$ cat src/ebcu_pkg.sv
// Shared types and constants for the external bus cycle unit
package ebcu_pkg;

    // Data path width of a chip-select region
    typedef enum logic [1:0] {
        EBCU_W32,
        EBCU_W8,
        EBCU_W16
    } ebcu_width_t;

    // Bus sequencer states
    typedef enum logic [2:0] {
        S_IDLE,
        S_ADDR,
        S_WAIT,
        S_TURN,
        S_GRANT
    } ebcu_state_t;

    // Access size from the core
    localparam logic [1:0] SIZE_BYTE = 2'h0;
    localparam logic [1:0] SIZE_HALF = 2'h1;
    localparam logic [1:0] SIZE_WORD = 2'h2;

    // Region width code, {hi, lo}
    localparam logic [1:0] CODE_W32 = 2'h0;
    localparam logic [1:0] CODE_W8 = 2'h1;
    localparam logic [1:0] CODE_W16 = 2'h2;

    // Boot width straps, {half, byte}
    localparam logic [1:0] STRAP_W16 = 2'h1;
    localparam logic [1:0] STRAP_W8 = 2'h2;
    localparam logic [1:0] STRAP_W32 = 2'h3;

    // Region numbers with special meaning
    localparam logic [2:0] REGION_BOOT = 3'h0;
    localparam logic [2:0] REGION_DRAM_A = 3'h4;
    localparam logic [2:0] REGION_DRAM_B = 3'h5;
    localparam int REGION_COUNT = 6;

    // Last beat index of a four-word burst
    localparam logic [1:0] BURST_LAST = 2'h3;

    // Internal wait-state generator delay
    localparam int CLK_PERIOD_NS = 50;
    localparam int WS_TIME_NS = 100;
    localparam logic [2:0] WS_CYCLES = 3'((WS_TIME_NS + CLK_PERIOD_NS - 1) / CLK_PERIOD_NS);

    // Reset values
    localparam logic [27:0] ADDR_RST = 28'h0000000;
    localparam logic [31:0] DATA_RST = 32'h00000000;
    localparam logic [3:0] BE_RST = 4'hF;

endpackage : ebcu_pkg

$ cat src/ebcu_width_dec.sv
// Decoder from a two-bit width code or strap pair to a region width
`timescale 1ns/10ps
module ebcu_width_dec #(
    parameter bit STRAP = 1'b0
) (
    // Code in
    input wire logic [1:0] code,
    // Decoded width
    output ebcu_pkg::ebcu_width_t width,
    output logic illegal
);

    // Illegal codes fall back to 32-bit so the bus still moves whole words
    always_comb begin
        width = ebcu_pkg::EBCU_W32;
        illegal = 1'b0;
        if (STRAP) begin
            case (code)
                ebcu_pkg::STRAP_W16: width = ebcu_pkg::EBCU_W16;
                ebcu_pkg::STRAP_W8: width = ebcu_pkg::EBCU_W8;
                ebcu_pkg::STRAP_W32: width = ebcu_pkg::EBCU_W32;
                default: illegal = 1'b1;
            endcase
        end else begin
            case (code)
                ebcu_pkg::CODE_W32: width = ebcu_pkg::EBCU_W32;
                ebcu_pkg::CODE_W8: width = ebcu_pkg::EBCU_W8;
                ebcu_pkg::CODE_W16: width = ebcu_pkg::EBCU_W16;
                default: illegal = 1'b1;
            endcase
        end
    end

endmodule : ebcu_width_dec

$ cat src/ebcu_lane_steer.sv
// Byte lane enable steering for one bus beat
`timescale 1ns/10ps
module ebcu_lane_steer (
    // Beat description
    input ebcu_pkg::ebcu_width_t width,
    input wire logic rd,
    input wire logic [1:0] size,
    input wire logic [1:0] lo,
    // Lane enables, active low where they are enables
    output logic [3:0] be_n
);

    // Byte 0 of a word sits on lane 3, the most significant lane
    always_comb begin
        be_n = ebcu_pkg::BE_RST;
        case (width)
            ebcu_pkg::EBCU_W32: begin
                if (rd || size == ebcu_pkg::SIZE_WORD) begin
                    be_n = 4'h0;
                end else if (size == ebcu_pkg::SIZE_HALF) begin
                    be_n = lo[1] ? 4'hC : 4'h3;
                end else begin
                    be_n = ~(4'h8 >> lo);
                end
            end
            ebcu_pkg::EBCU_W16: begin
                // Lane 2 carries address bit 1, lane 3 is held low
                be_n[3] = 1'b0;
                be_n[2] = lo[1];
                if (rd || size != ebcu_pkg::SIZE_BYTE) begin
                    be_n[1:0] = 2'h0;
                end else begin
                    be_n[1:0] = lo[0] ? 2'h2 : 2'h1;
                end
            end
            ebcu_pkg::EBCU_W8: begin
                // Lanes 1 and 0 have no meaning here; parked high
                be_n = {lo[0], lo[1], 2'h3};
            end
            default: be_n = ebcu_pkg::BE_RST;
        endcase
    end

endmodule : ebcu_lane_steer

$ cat src/ebcu_top.sv
// External bus cycle unit: sequences core requests onto the memory bus
`timescale 1ns/10ps
module ebcu_top (
    // Clock, reset, enable
    input wire logic mclk,
    input wire logic rst_n,
    input wire logic ce,
    // Core request
    input wire logic req_valid,
    output logic req_ready,
    input wire logic req_rd,
    input wire logic req_atomic,
    input wire logic req_instr,
    input wire logic req_burst,
    input wire logic [1:0] req_size,
    input wire logic [2:0] req_region,
    input wire logic [27:0] req_addr,
    input wire logic [3:0] req_asi,
    input wire logic [31:0] req_wdata,
    // Core response
    output logic rsp_valid,
    output logic rsp_err,
    output logic [31:0] rsp_rdata,
    output logic instr_exc,
    output logic data_exc,
    // Core demand status
    input wire logic wbuf_full,
    input wire logic fetch_pending,
    // Configuration levels
    input wire logic [5:1] region_width_code_hi,
    input wire logic [5:1] region_width_code_lo,
    input wire logic [5:0] wait_gen_en,
    input wire logic dram_enable,
    input wire logic dram_bus_16,
    input wire logic burst_enable,
    input wire logic hyperpage_enable,
    input wire logic dram_burst_enable,
    // Status levels
    output logic width_illegal,
    output logic edo_burst_mode,
    output logic page_mode_timing,
    // Boot width straps
    input wire logic boot_width_strap_byte,
    input wire logic boot_width_strap_half,
    // Memory bus control, floated under grant
    output logic address_strobe_n,
    output logic read_not_write,
    output logic lock_n,
    output logic [27:2] address,
    output logic [3:0] space_identifier,
    output logic [3:0] byte_lane_enable_n,
    output logic bus_oe_n,
    // Memory bus data
    input wire logic [31:0] data_in,
    output logic [31:0] data_out,
    output logic data_oe_n,
    // Memory bus responses
    input wire logic ready_n,
    input wire logic memory_error_n,
    output logic burst_offer_n,
    input wire logic burst_accept_n,
    // Arbitration
    input wire logic ext_bus_request_n,
    output logic ext_bus_grant_n,
    output logic cpu_bus_pending_n
);

    // Sequencer and transfer state
    ebcu_pkg::ebcu_state_t st_r, st_nxt;
    ebcu_pkg::ebcu_width_t width_r, width_nxt; // Width of the active region
    ebcu_pkg::ebcu_width_t boot_w_r, boot_w_nxt; // Boot width caught at reset
    logic boot_ill_r, boot_ill_nxt;
    logic [27:0] addr_r, addr_nxt; // Request address
    logic [3:0] asi_r, asi_nxt;
    logic [31:0] wdata_r, wdata_nxt; // Store data, lane aligned
    logic [1:0] size_r, size_nxt;
    logic rd_r, rd_nxt; // Current phase reads
    logic instr_r, instr_nxt;
    logic lock_r, lock_nxt; // Atomic sequence in progress
    logic burst_r, burst_nxt; // Burst offered on this cycle
    logic bursting_r, bursting_nxt; // Burst offered, then accepted by memory
    logic [1:0] lo_r, lo_nxt; // Byte offset of the current beat
    logic [1:0] beat_r, beat_nxt;
    logic [1:0] last_r, last_nxt; // Index of the final beat
    logic [2:0] ws_r, ws_nxt; // Internal wait-state countdown
    logic ws_en_r, ws_en_nxt;
    logic [31:0] rdata_r, rdata_nxt; // Read word under assembly
    logic [31:0] dout_r, dout_nxt;
    logic rsp_valid_r, rsp_valid_nxt;
    logic rsp_err_r, rsp_err_nxt;
    logic [31:0] rsp_rdata_r, rsp_rdata_nxt;
    logic iexc_r, iexc_nxt;
    logic dexc_r, dexc_nxt;
    logic [3:0] be_r;
    logic [3:0] be_nxt;

    // Region width lookup
    ebcu_pkg::ebcu_width_t strap_w, code_w, region_w;
    logic strap_ill, code_ill;
    logic [1:0] region_code;
    logic ready_eff; // Ready from the pin or the wait-state generator
    logic mem_err;

    // Boot strap pair decode
    ebcu_width_dec #(
        .STRAP(1'b1)
    ) u_strap_dec (
        .code({boot_width_strap_half, boot_width_strap_byte}),
        .width(strap_w),
        .illegal(strap_ill)
    );

    // Code of the requested region; the boot region has no code
    always_comb begin
        region_code = ebcu_pkg::CODE_W32;
        if (req_region != ebcu_pkg::REGION_BOOT && req_region < 3'(ebcu_pkg::REGION_COUNT)) begin
            region_code = {region_width_code_hi[req_region], region_width_code_lo[req_region]};
        end
    end

    // Region code decode
    ebcu_width_dec #(
        .STRAP(1'b0)
    ) u_code_dec (
        .code(region_code),
        .width(code_w),
        .illegal(code_ill)
    );

    // Final width, with DRAM regions following the DRAM bus width
    always_comb begin
        region_w = code_w;
        if (req_region == ebcu_pkg::REGION_BOOT) begin
            region_w = boot_w_r;
        end else if (dram_enable && (req_region == ebcu_pkg::REGION_DRAM_A
                                     || req_region == ebcu_pkg::REGION_DRAM_B)) begin
            region_w = dram_bus_16 ? ebcu_pkg::EBCU_W16 : ebcu_pkg::EBCU_W32;
        end
    end

    // Lane enables for the next beat, registered with the beat
    ebcu_lane_steer u_steer (
        .width(width_nxt),
        .rd(rd_nxt),
        .size(size_nxt),
        .lo(lo_nxt),
        .be_n(be_nxt)
    );

    // Ready qualification; error always comes from the pin
    always_comb begin
        mem_err = !memory_error_n;
        if (ws_en_r) begin
            ready_eff = (ws_r == 3'h0) || mem_err;
        end else begin
            ready_eff = !ready_n;
        end
    end

    // Core may hand over a request only while the bus is ours and idle
    assign req_ready = ce && st_r == ebcu_pkg::S_IDLE && ext_bus_request_n;

    // Sequencer next state
    always_comb begin
        st_nxt = st_r;
        width_nxt = width_r;
        boot_w_nxt = boot_w_r;
        boot_ill_nxt = boot_ill_r;
        addr_nxt = addr_r;
        asi_nxt = asi_r;
        wdata_nxt = wdata_r;
        size_nxt = size_r;
        rd_nxt = rd_r;
        instr_nxt = instr_r;
        lock_nxt = lock_r;
        burst_nxt = 1'b0;
        bursting_nxt = bursting_r;
        lo_nxt = lo_r;
        beat_nxt = beat_r;
        last_nxt = last_r;
        ws_nxt = (ws_r != 3'h0) ? ws_r - 3'h1 : ws_r;
        ws_en_nxt = ws_en_r;
        rdata_nxt = rdata_r;
        rsp_valid_nxt = 1'b0;
        rsp_err_nxt = 1'b0;
        rsp_rdata_nxt = rsp_rdata_r;
        iexc_nxt = 1'b0;
        dexc_nxt = 1'b0;
        if (!rst_n) begin
            // Straps are sampled while reset is held
            boot_w_nxt = strap_w;
            boot_ill_nxt = strap_ill;
        end
        case (st_r)
            ebcu_pkg::S_IDLE: begin
                if (!ext_bus_request_n) begin
                    st_nxt = ebcu_pkg::S_GRANT;
                end else if (req_valid) begin
                    st_nxt = ebcu_pkg::S_ADDR;
                    addr_nxt = req_addr;
                    asi_nxt = req_asi;
                    wdata_nxt = req_wdata;
                    size_nxt = req_size;
                    instr_nxt = req_instr;
                    width_nxt = region_w;
                    ws_en_nxt = wait_gen_en[req_region];
                    lock_nxt = req_atomic;
                    rd_nxt = req_rd || req_atomic;
                    beat_nxt = 2'h0;
                    bursting_nxt = 1'b0;
                    if (req_rd || req_atomic) begin
                        // Reads always move a whole word from offset 0
                        lo_nxt = 2'h0;
                        case (region_w)
                            ebcu_pkg::EBCU_W8: last_nxt = 2'h3;
                            ebcu_pkg::EBCU_W16: last_nxt = 2'h1;
                            default: last_nxt = 2'h0;
                        endcase
                        burst_nxt = burst_enable && req_burst && !req_atomic
                                    && region_w == ebcu_pkg::EBCU_W32;
                    end else begin
                        lo_nxt = req_addr[1:0];
                        last_nxt = 2'h0;
                        if (region_w == ebcu_pkg::EBCU_W16 && req_size == ebcu_pkg::SIZE_WORD) begin
                            last_nxt = 2'h1;
                        end else if (region_w == ebcu_pkg::EBCU_W8) begin
                            if (req_size == ebcu_pkg::SIZE_WORD) begin
                                last_nxt = 2'h3;
                            end else if (req_size == ebcu_pkg::SIZE_HALF) begin
                                last_nxt = 2'h1;
                            end
                        end
                    end
                end
            end
            ebcu_pkg::S_ADDR: begin
                // Strobe stands for this one cycle only
                st_nxt = ebcu_pkg::S_WAIT;
                ws_nxt = ebcu_pkg::WS_CYCLES;
                // The offer pulse is gone by the first ready, so remember it
                bursting_nxt = burst_r;
            end
            ebcu_pkg::S_WAIT: begin
                if (ready_eff && mem_err) begin
                    // Data is dropped; an atomic write is abandoned
                    st_nxt = ebcu_pkg::S_IDLE;
                    lock_nxt = 1'b0;
                    rsp_valid_nxt = 1'b1;
                    rsp_err_nxt = 1'b1;
                    iexc_nxt = rd_r && instr_r;
                    dexc_nxt = !(rd_r && instr_r);
                end else if (ready_eff) begin
                    if (beat_r == 2'h0 && bursting_r) begin
                        // Accept is looked at with the first word only
                        bursting_nxt = !burst_accept_n;
                    end
                    if (rd_r) begin
                        case (width_r)
                            ebcu_pkg::EBCU_W8: rdata_nxt = {rdata_r[23:0], data_in[31:24]};
                            ebcu_pkg::EBCU_W16: rdata_nxt = {rdata_r[15:0], data_in[31:16]};
                            default: rdata_nxt = data_in;
                        endcase
                    end
                    if (rd_r && (bursting_nxt || width_r == ebcu_pkg::EBCU_W32)) begin
                        // Each burst word is handed back as it lands
                        rsp_valid_nxt = 1'b1;
                        rsp_rdata_nxt = data_in;
                    end else if (rd_r && beat_r == last_r) begin
                        rsp_valid_nxt = 1'b1;
                        rsp_rdata_nxt = rdata_nxt;
                    end else if (!rd_r && beat_r == last_r) begin
                        rsp_valid_nxt = 1'b1;
                    end
                    if (bursting_nxt && beat_r != ebcu_pkg::BURST_LAST) begin
                        // Further words need no new strobe
                        beat_nxt = beat_r + 2'h1;
                        ws_nxt = ebcu_pkg::WS_CYCLES;
                    end else if (beat_r != last_r && !bursting_nxt) begin
                        beat_nxt = beat_r + 2'h1;
                        if (rd_r) begin
                            ws_nxt = ebcu_pkg::WS_CYCLES;
                            lo_nxt = (width_r == ebcu_pkg::EBCU_W8) ? lo_r + 2'h1 : lo_r + 2'h2;
                        end else begin
                            // Each store part is its own strobed transaction
                            st_nxt = ebcu_pkg::S_ADDR;
                            lo_nxt = (width_r == ebcu_pkg::EBCU_W8) ? lo_r + 2'h1 : lo_r + 2'h2;
                        end
                    end else if (lock_r && rd_r) begin
                        // One dead cycle turns the data bus around
                        st_nxt = ebcu_pkg::S_TURN;
                    end else begin
                        st_nxt = ebcu_pkg::S_IDLE;
                        lock_nxt = 1'b0;
                        bursting_nxt = 1'b0;
                    end
                end
            end
            ebcu_pkg::S_TURN: begin
                // Write half of the atomic pair, lock still held
                st_nxt = ebcu_pkg::S_ADDR;
                rd_nxt = 1'b0;
                beat_nxt = 2'h0;
                lo_nxt = addr_r[1:0];
                last_nxt = 2'h0;
                if (width_r == ebcu_pkg::EBCU_W16 && size_r == ebcu_pkg::SIZE_WORD) begin
                    last_nxt = 2'h1;
                end else if (width_r == ebcu_pkg::EBCU_W8 && size_r == ebcu_pkg::SIZE_WORD) begin
                    last_nxt = 2'h3;
                end else if (width_r == ebcu_pkg::EBCU_W8 && size_r == ebcu_pkg::SIZE_HALF) begin
                    last_nxt = 2'h1;
                end
            end
            ebcu_pkg::S_GRANT: begin
                if (ext_bus_request_n) begin
                    st_nxt = ebcu_pkg::S_IDLE;
                end
            end
            default: st_nxt = ebcu_pkg::S_IDLE;
        endcase
        // Store data placed on the upper lanes for narrow regions
        case (width_nxt)
            ebcu_pkg::EBCU_W8: dout_nxt = {wdata_nxt[31 - 8 * lo_nxt -: 8], 24'h000000};
            ebcu_pkg::EBCU_W16: dout_nxt = {lo_nxt[1] ? wdata_nxt[15:0] : wdata_nxt[31:16],
                                            16'h0000};
            default: dout_nxt = wdata_nxt;
        endcase
    end

    // Sequencer registers; reset acts even with the clock enable low
    always_ff @(posedge mclk) begin
        if (!rst_n) begin
            st_r <= ebcu_pkg::S_IDLE;
            width_r <= ebcu_pkg::EBCU_W32;
            addr_r <= ebcu_pkg::ADDR_RST;
            asi_r <= 4'h0;
            wdata_r <= ebcu_pkg::DATA_RST;
            size_r <= ebcu_pkg::SIZE_WORD;
            rd_r <= 1'b1;
            instr_r <= 1'b0;
            lock_r <= 1'b0;
            burst_r <= 1'b0;
            bursting_r <= 1'b0;
            lo_r <= 2'h0;
            beat_r <= 2'h0;
            last_r <= 2'h0;
            ws_r <= 3'h0;
            ws_en_r <= 1'b0;
            rdata_r <= ebcu_pkg::DATA_RST;
            dout_r <= ebcu_pkg::DATA_RST;
            be_r <= ebcu_pkg::BE_RST;
            rsp_valid_r <= 1'b0;
            rsp_err_r <= 1'b0;
            rsp_rdata_r <= ebcu_pkg::DATA_RST;
            iexc_r <= 1'b0;
            dexc_r <= 1'b0;
            boot_w_r <= boot_w_nxt;
            boot_ill_r <= boot_ill_nxt;
        end else if (ce) begin
            st_r <= st_nxt;
            width_r <= width_nxt;
            addr_r <= addr_nxt;
            asi_r <= asi_nxt;
            wdata_r <= wdata_nxt;
            size_r <= size_nxt;
            rd_r <= rd_nxt;
            instr_r <= instr_nxt;
            lock_r <= lock_nxt;
            burst_r <= burst_nxt;
            bursting_r <= bursting_nxt;
            lo_r <= lo_nxt;
            beat_r <= beat_nxt;
            last_r <= last_nxt;
            ws_r <= ws_nxt;
            ws_en_r <= ws_en_nxt;
            rdata_r <= rdata_nxt;
            dout_r <= dout_nxt;
            be_r <= be_nxt;
            rsp_valid_r <= rsp_valid_nxt;
            rsp_err_r <= rsp_err_nxt;
            rsp_rdata_r <= rsp_rdata_nxt;
            iexc_r <= iexc_nxt;
            dexc_r <= dexc_nxt;
            boot_w_r <= boot_w_nxt;
            boot_ill_r <= boot_ill_nxt;
        end
    end

    // Bus pin drive; all drivers float while the other master owns the bus
    always_comb begin
        address_strobe_n = !(st_r == ebcu_pkg::S_ADDR);
        read_not_write = rd_r;
        lock_n = !lock_r;
        // Burst words walk bits 3:2 as start XOR beat; narrow parts keep the word
        address = {addr_r[27:4], addr_r[3:2] ^ (bursting_r ? beat_r : 2'h0)};
        space_identifier = asi_r;
        byte_lane_enable_n = be_r;
        bus_oe_n = (st_r == ebcu_pkg::S_GRANT);
        data_out = dout_r;
        data_oe_n = !(!rd_r && (st_r == ebcu_pkg::S_ADDR || st_r == ebcu_pkg::S_WAIT));
        burst_offer_n = !burst_r;
        ext_bus_grant_n = !(st_r == ebcu_pkg::S_GRANT);
        cpu_bus_pending_n = !(wbuf_full || fetch_pending);
        width_illegal = boot_ill_r || code_ill;
        edo_burst_mode = hyperpage_enable && dram_burst_enable;
        page_mode_timing = !(hyperpage_enable && dram_burst_enable);
    end

    // Core response outputs
    assign rsp_valid = rsp_valid_r;
    assign rsp_err = rsp_err_r;
    assign rsp_rdata = rsp_rdata_r;
    assign instr_exc = iexc_r;
    assign data_exc = dexc_r;

endmodule : ebcu_top

$ cat config.mk
export PLATFORM = sky130hd
export DESIGN_NAME = ebcu_top
export DESIGN_NICKNAME = d
export VERILOG_FILES = /design/src/ebcu_pkg.sv /design/src/ebcu_width_dec.sv /design/src/ebcu_lane_steer.sv /design/src/ebcu_top.sv
export SDC_FILE = /design/constraint.sdc
export NUM_CORES = 1
export LEC_CHECK = 0
export CORE_AREA = 8 8 150 257
export CTS_CLUSTER_DIAMETER = 150
export CTS_CLUSTER_SIZE = 14
export DETAILED_ROUTE_END_ITERATION = 12
export DIE_AREA = 0 0 158 265
export DONT_BUFFER_PORTS = 1
export REMOVE_ABC_BUFFERS = 1
export SLEW_MARGIN = 20
export SYNTH_ARGS = -nofsm -noshare
export SYNTH_HDL_FRONTEND = slang
export SYNTH_SLANG_ARGS = --single-unit
export TNS_END_PERCENT = 5
$ cat constraint.sdc
create_clock -name mclk -period 5.3 [get_ports mclk]
set_input_delay 0.53 -clock mclk [delete_from_list [all_inputs] [get_ports mclk]]
set_output_delay 0.53 -clock mclk [all_outputs]
set_load 0.01 [all_outputs]
==> metrics.yaml, run 1 <==
placed_design:
  post-dp-hpwl_um: 24170
  dp_cells: 1677
  dp_slack_ps: 1651
  port_buffers: 0
  place_congestion: 0.8894
power_and_ir_drop:
  p_clk_share_pct: 37.6
  switchingPower_mw: 1.160
  sequentialPowerShare_pct: 45.4
  p_int_mw: 2.389
  cellPowerDensity_mw_per_mm2: 321.1
  ir_worst_vdd_mv: 0.2513
  pwr-share-comb_pct: 17.0
  swShare_pct: 32.69
  p_leak_nw: 3.913
timing:
  setup_viol: 0
  hold_viol: 0
  layout_setup_ws_ps: 1951
  worst_slew_pin_slew_ps: 941.3
  period_minus_slack_ps: 3349
  fmax_ghz: 0.2986
  rsz0062_at_grt: "no"
  finalMaxSlewViolations: 0
  hold_slack_ps: 150.3
  worst_clock_skew_ps: 13.02
  tns_ps: 0
  period_share_pct: 63.20
  max_slew_margin_pct: 37.18
layout:
  fin_cells: 1710
  multi_input_area_mm2: 0.005778
  area_delta_synth_final_pct: 6.845
  final_util_pct: 31.52
  finalNetCount: 1385
  ff_latch_area_mm2: 0.003895
  layout-drive-gt1-share_pct: 7.797
  fillers: 3758
detailed_routing:
  wirelength_um: 33730
  first_pass_iters: 5
  drtIter0Drc: 438
  drc: 0
  avgViaCountPerCell: 5.374
  avgRoutedWirePerCell_um: 19.72
  antenna_left: 0
  vias: 9189
die:
  die_w_um: 158
  start_util_pct: 29.50
  fp-row-count: 91
  die-area_mm2: 0.04187
  dieHeight_um: 265
  io_pins: 252
  core_mm2: 0.03507
yosys:
  ys_seq_area_share_pct: 37.63
  postSynthAreaPerCell_um2: 7.773
  synth_mux_area_share_pct: 8.308
  synthAdderAreaFrac_pct: 1.935
  synth_top_area_cell: "dfxtp_1"
  synth-edff-count: 3
  synth_top_family_by_area: "compound AO/OA/AOI/OAI gates"
  synth_compound_area_share_pct: 24.97
  synthSimpleGateAreaFrac_pct: 19.74
  synth.area.top_cells: "dfxtp_1 37%, a21oi_1 7.8%, nor2_1 7.5%"
  yosys_warnings: 0
  syn_area_mm2: 0.01035
  ys_seq_elements: 193
  synth_top_area_share_pct: 36.76
  async_reset_ff_share_pct: 0
  synthXorXnorAreaFrac_pct: 0.4233
  yosysUniqueCellTypes: 75
  synth_cells: 1331
  synth_ff_type: "dfxtp_1"
global_route:
  overflow: 0
  grt_pass1_wl_um: 51300
  grt_pass1_vias: 8838
  grt_max_degree: 82
  track_usage_pct: 15.85
  antenna_found_initial: 1
setup_path:
  worst_ep_arrival_time_ps: 3730
  start_kind: "register"
  endpoint_kind: "register"
  crit_fanout: 37
  critPathKind: "register to register"
  crit_required_ps: 5680
clocking:
  clk_latency_ps: 460
  cts.hold.buffers_added: 0
  postCtsResizedCells: 0
  clockBufferDepth: 2
  post-cts-setup-buffers: 0
  clk_pin_slew_ps: 80
  cts_buffers: 17
  cts_tree: "yes"
  htreeDepth: 4
  cts_root_buffer: "clkbuf_16"
  clock_sinks: 193
hold_path:
  hold_class: "input port to register"
status:
  status: "completed"
flow_run:
  maxCapViolCount: 0
state kept, by name, indices dropped and copies added, names as in the netlist, 3 cells and up:
signal and flops:
rsp_rdata 32, space_identifier 4, byte_lane_enable_n 4, addr_r 28, rdata_r 32, data_out 32
st_r 3, wdata_r 32, ws_r 3
metal layers:
metal / vias to the layer above / GRT usage, % / share of wire (%)
li1: 4483 / - / -
met1: 4361 / 15.83 / 36
met2: 286 / 29.05 / 54
met3: 59 / 4.044 / 6.7
met4: 0 / 8.856 / 4.1
met5: - / 0 / 0
cells in the mapped netlist (3+ instances only):
master and n:
a211oi_1 83, a21oi_1 161, a221oi_1 9, a22oi_1 33, a311oi_1 8, a31oi_1 11
a32oi_1 9, and2_1 6, buf_1 10, buf_2 14, buf_4 25, buf_6 3
clkbuf_1 80, dfxtp_1 190, edfxtp_1 3, ha_1 16, inv_1 24, mux2_2 17
mux2_4 3, mux2i_1 60, nand2_1 193, nand2b_1 13, nand3_1 8, nor2_1 208
nor2b_1 5, nor3_1 15, nor4_1 4, o211ai_1 9, o21ai_0 38, o21ai_1 3
xnor2_1 5
power by group through the flow:
stage / combinational, mW / sequential (mW) / clock (mW)
floorplan: 0.453 / 1.62 / 0
global placement: 0.589 / 1.65 / 0
detailed placement: 0.603 / 1.65 / 0
CTS: 0.605 / 1.61 / 1.39
global route: 0.675 / 1.62 / 1.43
finish: 0.602 / 1.61 / 1.34
final cells by class:
cell class | instances | share of cell area (%)
clock buffers | 18 | 3.973
clock inverters | 14 | 1.483
inverters | 25 | 0.8715
diodes | 1 | 0.02264
flip-flops and latches | 193 | 35.23
well taps | 465 | 5.263
repair buffers | 13 | 0.8828
multi-input cells | 981 | 52.27
worst max-delay path, cell delays in order, from the launching register on:
cell and delay [ps]:
dfxtp_1 490, or2_1 410, nor2_4 150, buf_4 480, mux2i_1 340, ha_1 260
inv_1 130, a31oi_1 630, a32oi_1 190, a21oi_1 190
worst paths after layout:
| kind | start | end | slack [ps] | depth (start not counted) |
|---|---|---|---|---|
| setup / recovery | st_r[2] | data_out[31] | 1950 | 9 |
| hold / removal | rst_n | size_r[1] | 150 | 1 |
| setup reg to reg | st_r[2] | data_out[31] | 1950 | 9 |
| hold reg to reg | wdata_r[7] | wdata_r[7] | 450 | 2 |
kinds of logic after synthesis:
| kind of cell | Yosys count |
|---|---|
| muxes | 81 |
| and+or+nand+nor | 482 |
| xor gates and xnor gates | 5 |
| adders and majority gates | 16 |
| buffers and inverters | 157 |
| DFF | 193 |
| AOI/OAI and AO/OA | 397 |
metrics by stage:
stage               area [um2]  power (mW)
floorplan                 9717       2.075
global placement         10440       2.235
detailed placement       10440       2.251
CTS                      11040       3.609
global route             11050       3.732
finish                   11050       3.550
cells in the final DEF, fill, tap and decap left out, types with 14 or more instances in the layout:
| master | netlist | layout |
|---|---|---|
| mux2_2 | 17 | 17 |
| ha_1 | 16 | 14 |
| a21oi_1 | 161 | 161 |
| a22oi_1 | 33 | 33 |
| o21ai_0 | 38 | 37 |
| a211oi_1 | 83 | 83 |
| mux2i_1 | 60 | 60 |
| dfxtp_1 | 190 | 189 |
| nand2_1 | 193 | 192 |
| clkbuf_16 | 0 | 17 |
| inv_1 | 24 | 24 |
| nor2_1 | 208 | 207 |
| nor3_1 | 15 | 15 |
Note: power is estimated with default switching activity, not from simulation.
==> run 2: changes to the inputs <==
--- a/config.mk
+++ b/config.mk
@@ -5,11 +5,12 @@
 export SDC_FILE = /design/constraint.sdc
 export NUM_CORES = 1
 export LEC_CHECK = 0
-export CORE_AREA = 8 8 150 257
+export ABC_AREA = 1
+export CORE_AREA = 8 8 151 259
 export CTS_CLUSTER_DIAMETER = 150
 export CTS_CLUSTER_SIZE = 14
 export DETAILED_ROUTE_END_ITERATION = 12
-export DIE_AREA = 0 0 158 265
+export DIE_AREA = 0 0 159 267
 export DONT_BUFFER_PORTS = 1
 export REMOVE_ABC_BUFFERS = 1
 export SLEW_MARGIN = 20
==> constraint.sdc (replaced) <==
create_clock -name mclk -period 3.25 [get_ports mclk]
set_input_delay 0.325 -clock mclk [delete_from_list [all_inputs] [get_ports mclk]]
set_output_delay 0.325 -clock mclk [all_outputs]
set_load 0.01 [all_outputs]
==> metrics.yaml, run 2 <==
detailed_routing:
  wirelength_um: 35350  # +4.8%
  antenna_left: 0  # unchanged
  drtIter0Drc: 715  # +63%
  vias: 9859  # +7.3%
  avgViaCountPerCell: 5.022  # -6.5%
  first_pass_iters: 5  # unchanged
  avgRoutedWirePerCell_um: 18.01  # -8.7%
  drc: 0  # unchanged
global_route:
  grt_pass1_vias: 9468  # +7.1%
  overflow: 0  # unchanged
  grt_pass1_wl_um: 54720  # +6.7%
  grt_max_degree: 97  # +18%
  track_usage_pct: 16.28  # +0.43 points
  antenna_found_initial: 3  # +2
yosys:
  ys_seq_area_share_pct: 36.98  # -0.65 points
  yosysMostFrequentCell: "nand2_1"
  async_reset_ff_share_pct: 0  # unchanged
  syn_area_mm2: 0.01053  # +1.8%
  synth_ff_type: "dfxtp_1"
  synth_common_cells: "280 x nand2_1, 195 x a21oi_1, 190 x dfxtp_1"
  ys_seq_elements: 193  # unchanged
  yosys_warnings: 0  # unchanged
  postSynthAreaPerCell_um2: 6.788  # -13%
  yosysUniqueCellTypes: 50  # -33%
  synth_top_area_cell: "dfxtp_1"
  synth-edff-count: 3  # unchanged
  synth.area.top_cells: "dfxtp_1 36%, nand2_1 10%, a21oi_1 9.3%"
  synth_cells: 1551  # +17%
  synth_top_area_share_pct: 36.13  # -0.64 points
timing:
  period_minus_slack_ps: 2825  # -524.1 ps
  max_slew_margin_pct: 54.46  # +17 points
  period_share_pct: 86.93  # +24 points
  setup_viol: 0  # unchanged
  worst_slew_pin_slew_ps: 683.2  # -258.2 ps
  finalMaxSlewViolations: 0  # unchanged
  rsz0062_at_grt: "no"
  tns_ps: 0  # unchanged
  fmax_ghz: 0.3539  # +19%
  worst_clock_skew_ps: 13.94  # +0.9232 ps
  hold_viol: 0  # unchanged
layout:
  finalNetCount: 1632  # +18%
  design_area_mm2: 0.01136  # +2.8%
  final_cell_mix: "280 x nand2_1, 195 x a21oi_1, 190 x dfxtp_1"
  area_delta_synth_final_pct: 7.903
  final_common_cell: "nand2_1"
  layout-drive-gt1-share_pct: 8.585  # +0.79 points
  fin_cells: 1963  # +15%
setup_path:
  worstPathCellList: "inv_2 > ha_1 > a21oi_2 > nor2_4 > nand3_1 > nand2_1 > nand2_1 > nand2_4 > nand2_4 > inv_4 > nand2_1 > a21oi_1 > nor2_1 > nor2_1"
  cp.buffers_inverters: 2  # unchanged
  reg2reg_setup_slack_ps: 420  # -1530 ps
  slowest_stage: "dfxtp_1"
  worst_ep_arrival_time_ps: 3150  # -580 ps
  critPathTopFamily: "simple AND/OR/NAND/NOR gates"
  critPathKind: "register to register"
  crit_required_ps: 3580  # -2100 ps
  crit_top_cell: "nand2_1"
  crit_cells: 14  # +5
  start_kind: "register"
  endpoint_kind: "register"
  rr_worst_depth: 14  # +5
  max_stage_delay_ps: 430  # -200 ps
  crit_fanout: 21  # -43%
power_and_ir_drop:
  switchingPower_mw: 2.172  # +87%
  p_total_mw: 6.323  # +78%
  p_clk_share_pct: 35.5  # -2.1 points
  p_leak_nw: 4.633  # +18%
  ir_worst_vdd_mv: 0.3710  # +48%
  swShare_pct: 34.35  # +1.7 points
  p_int_mw: 4.151  # +74%
  cellPowerDensity_mw_per_mm2: 556.5  # +73%
  sequentialPowerShare_pct: 42.2  # -3.2 points
  pwr-share-comb_pct: 22.3  # +5.3 points
clocking:
  clk_latency_ps: 450  # about the same
  htreeDepth: 4  # unchanged
  cts_tree: "yes"
  clk_pin_slew_ps: 80  # about the same
  clock_sinks: 193  # unchanged
  post-cts-setup-buffers: 0  # unchanged
  cts_buffers: 17  # unchanged
  clockBufferDepth: 2  # unchanged
  cts_root_buffer: "clkbuf_16"
flow_run:
  maxCapViolCount: 0  # unchanged
die:
  die_w_um: 159  # +0.63%
  start_util_pct: 29.51  # about the same
  fp-row-count: 92  # +1.1%
  core_mm2: 0.03568  # +1.8%
  dieHeight_um: 267  # +0.75%
  io_pins: 252  # unchanged
  die-area_mm2: 0.04245  # +1.4%
hold_path:
  min_delay_path_depth: 2  # +1
  hold_class: "input port to register"
placed_design:
  place_congestion: 0.8868  # -0.29%
  port_buffers: 0  # unchanged
  placed_cell_area_mm2: 0.01070  # +2.5%
  post-dp-hpwl_um: 25180  # +4.2%
  dp_cells: 1925  # +15%
status:
  status: "completed"
-- run 2: stage by stage --
stage / hold WS, ps / setup WS, ps / util (%)
floorplan: 418.5 / -526.6 / -
global placement: 436.9 / 268.7 / 29.99
detailed placement: 447.6 / 151.5 / 29.99
CTS: 0.5389 / 427.5 / 31.82
global route: 14.48 / 89.65 / 31.84
finish: 24.21 / 424.7 / 31.84
-- run 2: logic make-up after synthesis --
logic type,share of synthesized area [%]
XOR/XNOR,0.2496
AO/OA/AOI/OAI,25.56
flip-flops,36.98
AND/OR/NAND/NOR,21.64
adder cells (fa/ha/maj),1.901
multiplexers,1.426
buffers and inverters,12.24
-- run 2: power by group through the flow --
| stage | clock network [mW] | registers, mW | logic (mW) |
|---|---|---|---|
| 2_1_floorplan | 0 | 2.68 | 1.02 |
| 3_3_place_gp | 0 | 2.72 | 1.38 |
| 3_5_place_dp | 0 | 2.73 | 1.40 |
| 4_1_cts | 2.33 | 2.67 | 1.41 |
| 5_1_grt | 2.39 | 2.69 | 1.61 |
| 6_report | 2.25 | 2.67 | 1.41 |
-- run 2: final timing paths --
path,start,to
setup / recovery,beat_r[0],data_out[20]
hold / removal,ce,wdata_r[24]
setup reg to reg,beat_r[0],data_out[20]
hold reg to reg,addr_r[1],addr_r[1]
-- run 2: timing repair --
action	CTS	global route
hold buffers	4	0
endpoints found under the hold margin	17	0
gates resized for setup	0	0
-- run 2: worst reg2reg max path: cells and delay by family (launching register included) --
| family | cells | cell delay, ps |
|---|---|---|
| AND/OR/NAND/NOR | 9 | 1300 |
| buffers and inverters | 2 | 240 |
| AO/OA/AOI/OAI | 2 | 500 |
| adder cells (fa/ha/maj) | 1 | 220 |
| flip-flops | 1 | 430 |
-- run 2: layout make-up --
type                       instances  area [um2]
fill                            3872       24320
multi-input combinational       1061        5346
sequential                       193        3894
inverter                         177       669.4
tap                              470       588.1
clock buffer                      18       439.2
timing repair buffer              28       245.2
clock inverter                    14       173.9
antenna                            2       5.005
-- run 2: metal layers --
layer | up-vias | global-route usage [%] | share of wire (%) | wire length, um
met2 | 274 | 30.67 | 53 | 18860
met3 | 66 | 3.936 | 5.0 | 1782
met1 | 4566 | 16.40 | 38 | 13430
li1 | 4953 | - | - | -
met4 | 0 | 8.216 | 3.6 | 1278
met5 | - | 0 | 0 | 0
==> run 3: changes to the inputs <==
--- a/config.mk
+++ b/config.mk
@@ -12,7 +12,6 @@
 export DETAILED_ROUTE_END_ITERATION = 12
 export DIE_AREA = 0 0 159 267
 export DONT_BUFFER_PORTS = 1
-export REMOVE_ABC_BUFFERS = 1
 export SLEW_MARGIN = 20
 export SYNTH_ARGS = -nofsm -noshare
 export SYNTH_HDL_FRONTEND = slang
==> metrics.yaml, run 3 (synthesized netlist as in run 2, its figures left out) <==
detailed_routing:
  vias: 10058  # +2.0%
  wirelength_um: 38130  # +7.9%
  avgViaCountPerCell: 5.106  # +1.7%
  first_pass_iters: 8  # +3
  drtIter0Drc: 816  # +14%
  avgRoutedWirePerCell_um: 19.36  # +7.5%
  drc: 0  # unchanged
  antenna_left: 0  # unchanged
global_route:
  grt_max_degree: 87  # -10%
  antenna_found_initial: 1  # -2
  grt_pass1_wl_um: 58190  # +6.3%
  overflow: 0  # unchanged
  grt_pass1_vias: 9630  # +1.7%
  track_usage_pct: 17.68  # +1.4 points
setup_path:
  crit_fanout: 16  # -24%
  max_stage_delay_ps: 360  # -70 ps
  rr_endpoint: "data_out[11]"
  slowest_stage: "o21ai_0"
  cp-startpoint: "st_r[0]"
  crit_required_ps: 3580  # about the same
  start_kind: "register"
  r2r-start: "st_r[0]"
  crit_path_end: "data_out[11]"
  worst_ep_arrival_time_ps: 3080  # -70 ps
  rr_worst_depth: 12  # -2
  endpoint_kind: "register"
  worstPathCellList: "inv_2 > nand2_2 > nor2_2 > nand3_4 > o21ai_0 > inv_1 > ha_1 > inv_1 > nand2_1 > nand2_1 > buf_4 > a21oi_1"
  reg2reg_setup_slack_ps: 500  # +80 ps
  critPathKind: "register to register"
layout:
  final_util_pct: 32.03  # +0.19 points
  multi_input_area_mm2: 0.005346  # unchanged
  fin_cells: 1970  # +0.36%
  layout-drive-gt1-share_pct: 9.073  # +0.49 points
  final_cell_mix: "280 x nand2_1, 195 x a21oi_1, 190 x dfxtp_1"
  final_common_cell: "nand2_1"
  ff_latch_area_mm2: 0.003894  # unchanged
  area_delta_synth_final_pct: 8.556
  fillers: 3937  # +1.7%
  finalNetCount: 1640  # +0.49%
  design_area_mm2: 0.01143  # +0.61%
hold_path:
  hold_class: "input port to register"
  hold_path.startpoint: "req_addr[10]"
  min_delay_path_depth: 2  # unchanged
clocking:
  cts_buffers: 17  # unchanged
  clock_sinks: 193  # unchanged
  clk_latency_ps: 450  # about the same
  htreeDepth: 4  # unchanged
  post-cts-setup-buffers: 0  # unchanged
  cts_tree: "yes"
  clockBufferDepth: 2  # unchanged
  postCtsResizedCells: 0  # unchanged
  clk_pin_slew_ps: 70  # about the same
  cts_root_buffer: "clkbuf_16"
die:
  dieHeight_um: 267  # unchanged
  io_pins: 252  # unchanged
  die_w_um: 159  # unchanged
  die-area_mm2: 0.04245  # unchanged
  start_util_pct: 29.51  # unchanged
  core_mm2: 0.03568  # unchanged
  fp-row-count: 92  # unchanged
placed_design:
  place_congestion: 0.8811  # -0.64%
  post-dp-hpwl_um: 28710  # +14%
  dp_slack_ps: 275.6  # +124.1 ps
  placed_cell_area_mm2: 0.01078  # +0.75%
  dp_cells: 1934  # +0.47%
  port_buffers: 0  # unchanged
timing:
  max_slew_margin_pct: 31.28  # -23 points
  rsz0062_at_grt: "no"
  hold_viol: 0  # unchanged
  setup_viol: 0  # unchanged
  hold_slack_ps: 40.95  # +16.74 ps
  layout_setup_ws_ps: 499.7  # +75.03 ps
  worst_clock_skew_ps: 12.62  # -1.319 ps
  period_share_pct: 84.62  # -2.3 points
  worst_slew_pin_slew_ps: 1028  # +345.3 ps
  tns_ps: 0  # unchanged
  period_minus_slack_ps: 2750  # -75.03 ps
  finalMaxSlewViolations: 0  # unchanged
  fmax_ghz: 0.3636  # +2.7%
flow_run:
  maxCapViolCount: 0  # unchanged
yosys:
  syn-num-nets: 1705
power_and_ir_drop:
  ir_worst_vdd_mv: 0.3865  # +4.2%
  p_leak_nw: 4.674  # +0.89%
  p_total_mw: 6.396  # +1.2%
  cellPowerDensity_mw_per_mm2: 559.6  # +0.54%
status:
  status: "completed"
==> run 3: worst min path at each step <==
| stage | slack, ps | to |
|---|---|---|
| CTS | 2 | addr_r[9] |
| global route | 4 | addr_r[9] |
| detailed placement | 450 | wdata_r[15] |
| floorplan | 430 | addr_r[1] |
| global placement | 440 | addr_r[1] |
| finish | 40 | addr_r[10] |
==> run 3: routing by layer <==
layer / track usage [%] / vias to the layer above / routed length [um]
met2: 33.68 / 357 / 21020
met1: 17.46 / 4652 / 13470
met3: 4.075 / 73 / 2072
li1: - / 4976 / -
met4: 9.368 / 0 / 1570
met5: 0 / - / 0
==> run 3: critical path, delay by kind of cell (launching register included) <==
kind / cells / cell delay, ps
buffers and inverters: 4 / 670
AO/OA/AOI/OAI: 2 / 430
adder cells (fa/ha/maj): 1 / 330
flip-flops: 1 / 330
AND/OR/NAND/NOR: 5 / 850
==> run 3: layout make-up <==
class | instances | area share [%]
tap | 470 | 5.145
inverter | 177 | 5.857
timing repair buffer | 36 | 2.759
antenna | 1 | 0.02189
sequential | 193 | 34.07
clock inverter | 11 | 1.259
clock buffer | 21 | 4.116
multi-input combinational | 1061 | 46.78
==> run 3: repair_timing <==
item / in CTS / in global routing
hold buffers: 3 / 0
endpoints found under the hold margin: 22 / 0
endpoints found under the setup margin: 0 / 0
==> run 3: power by group <==
group / switching, mW / internal [mW]
logic: 0.994 / 0.464
registers: 0.157 / 2.52
clock network: 1.04 / 1.22
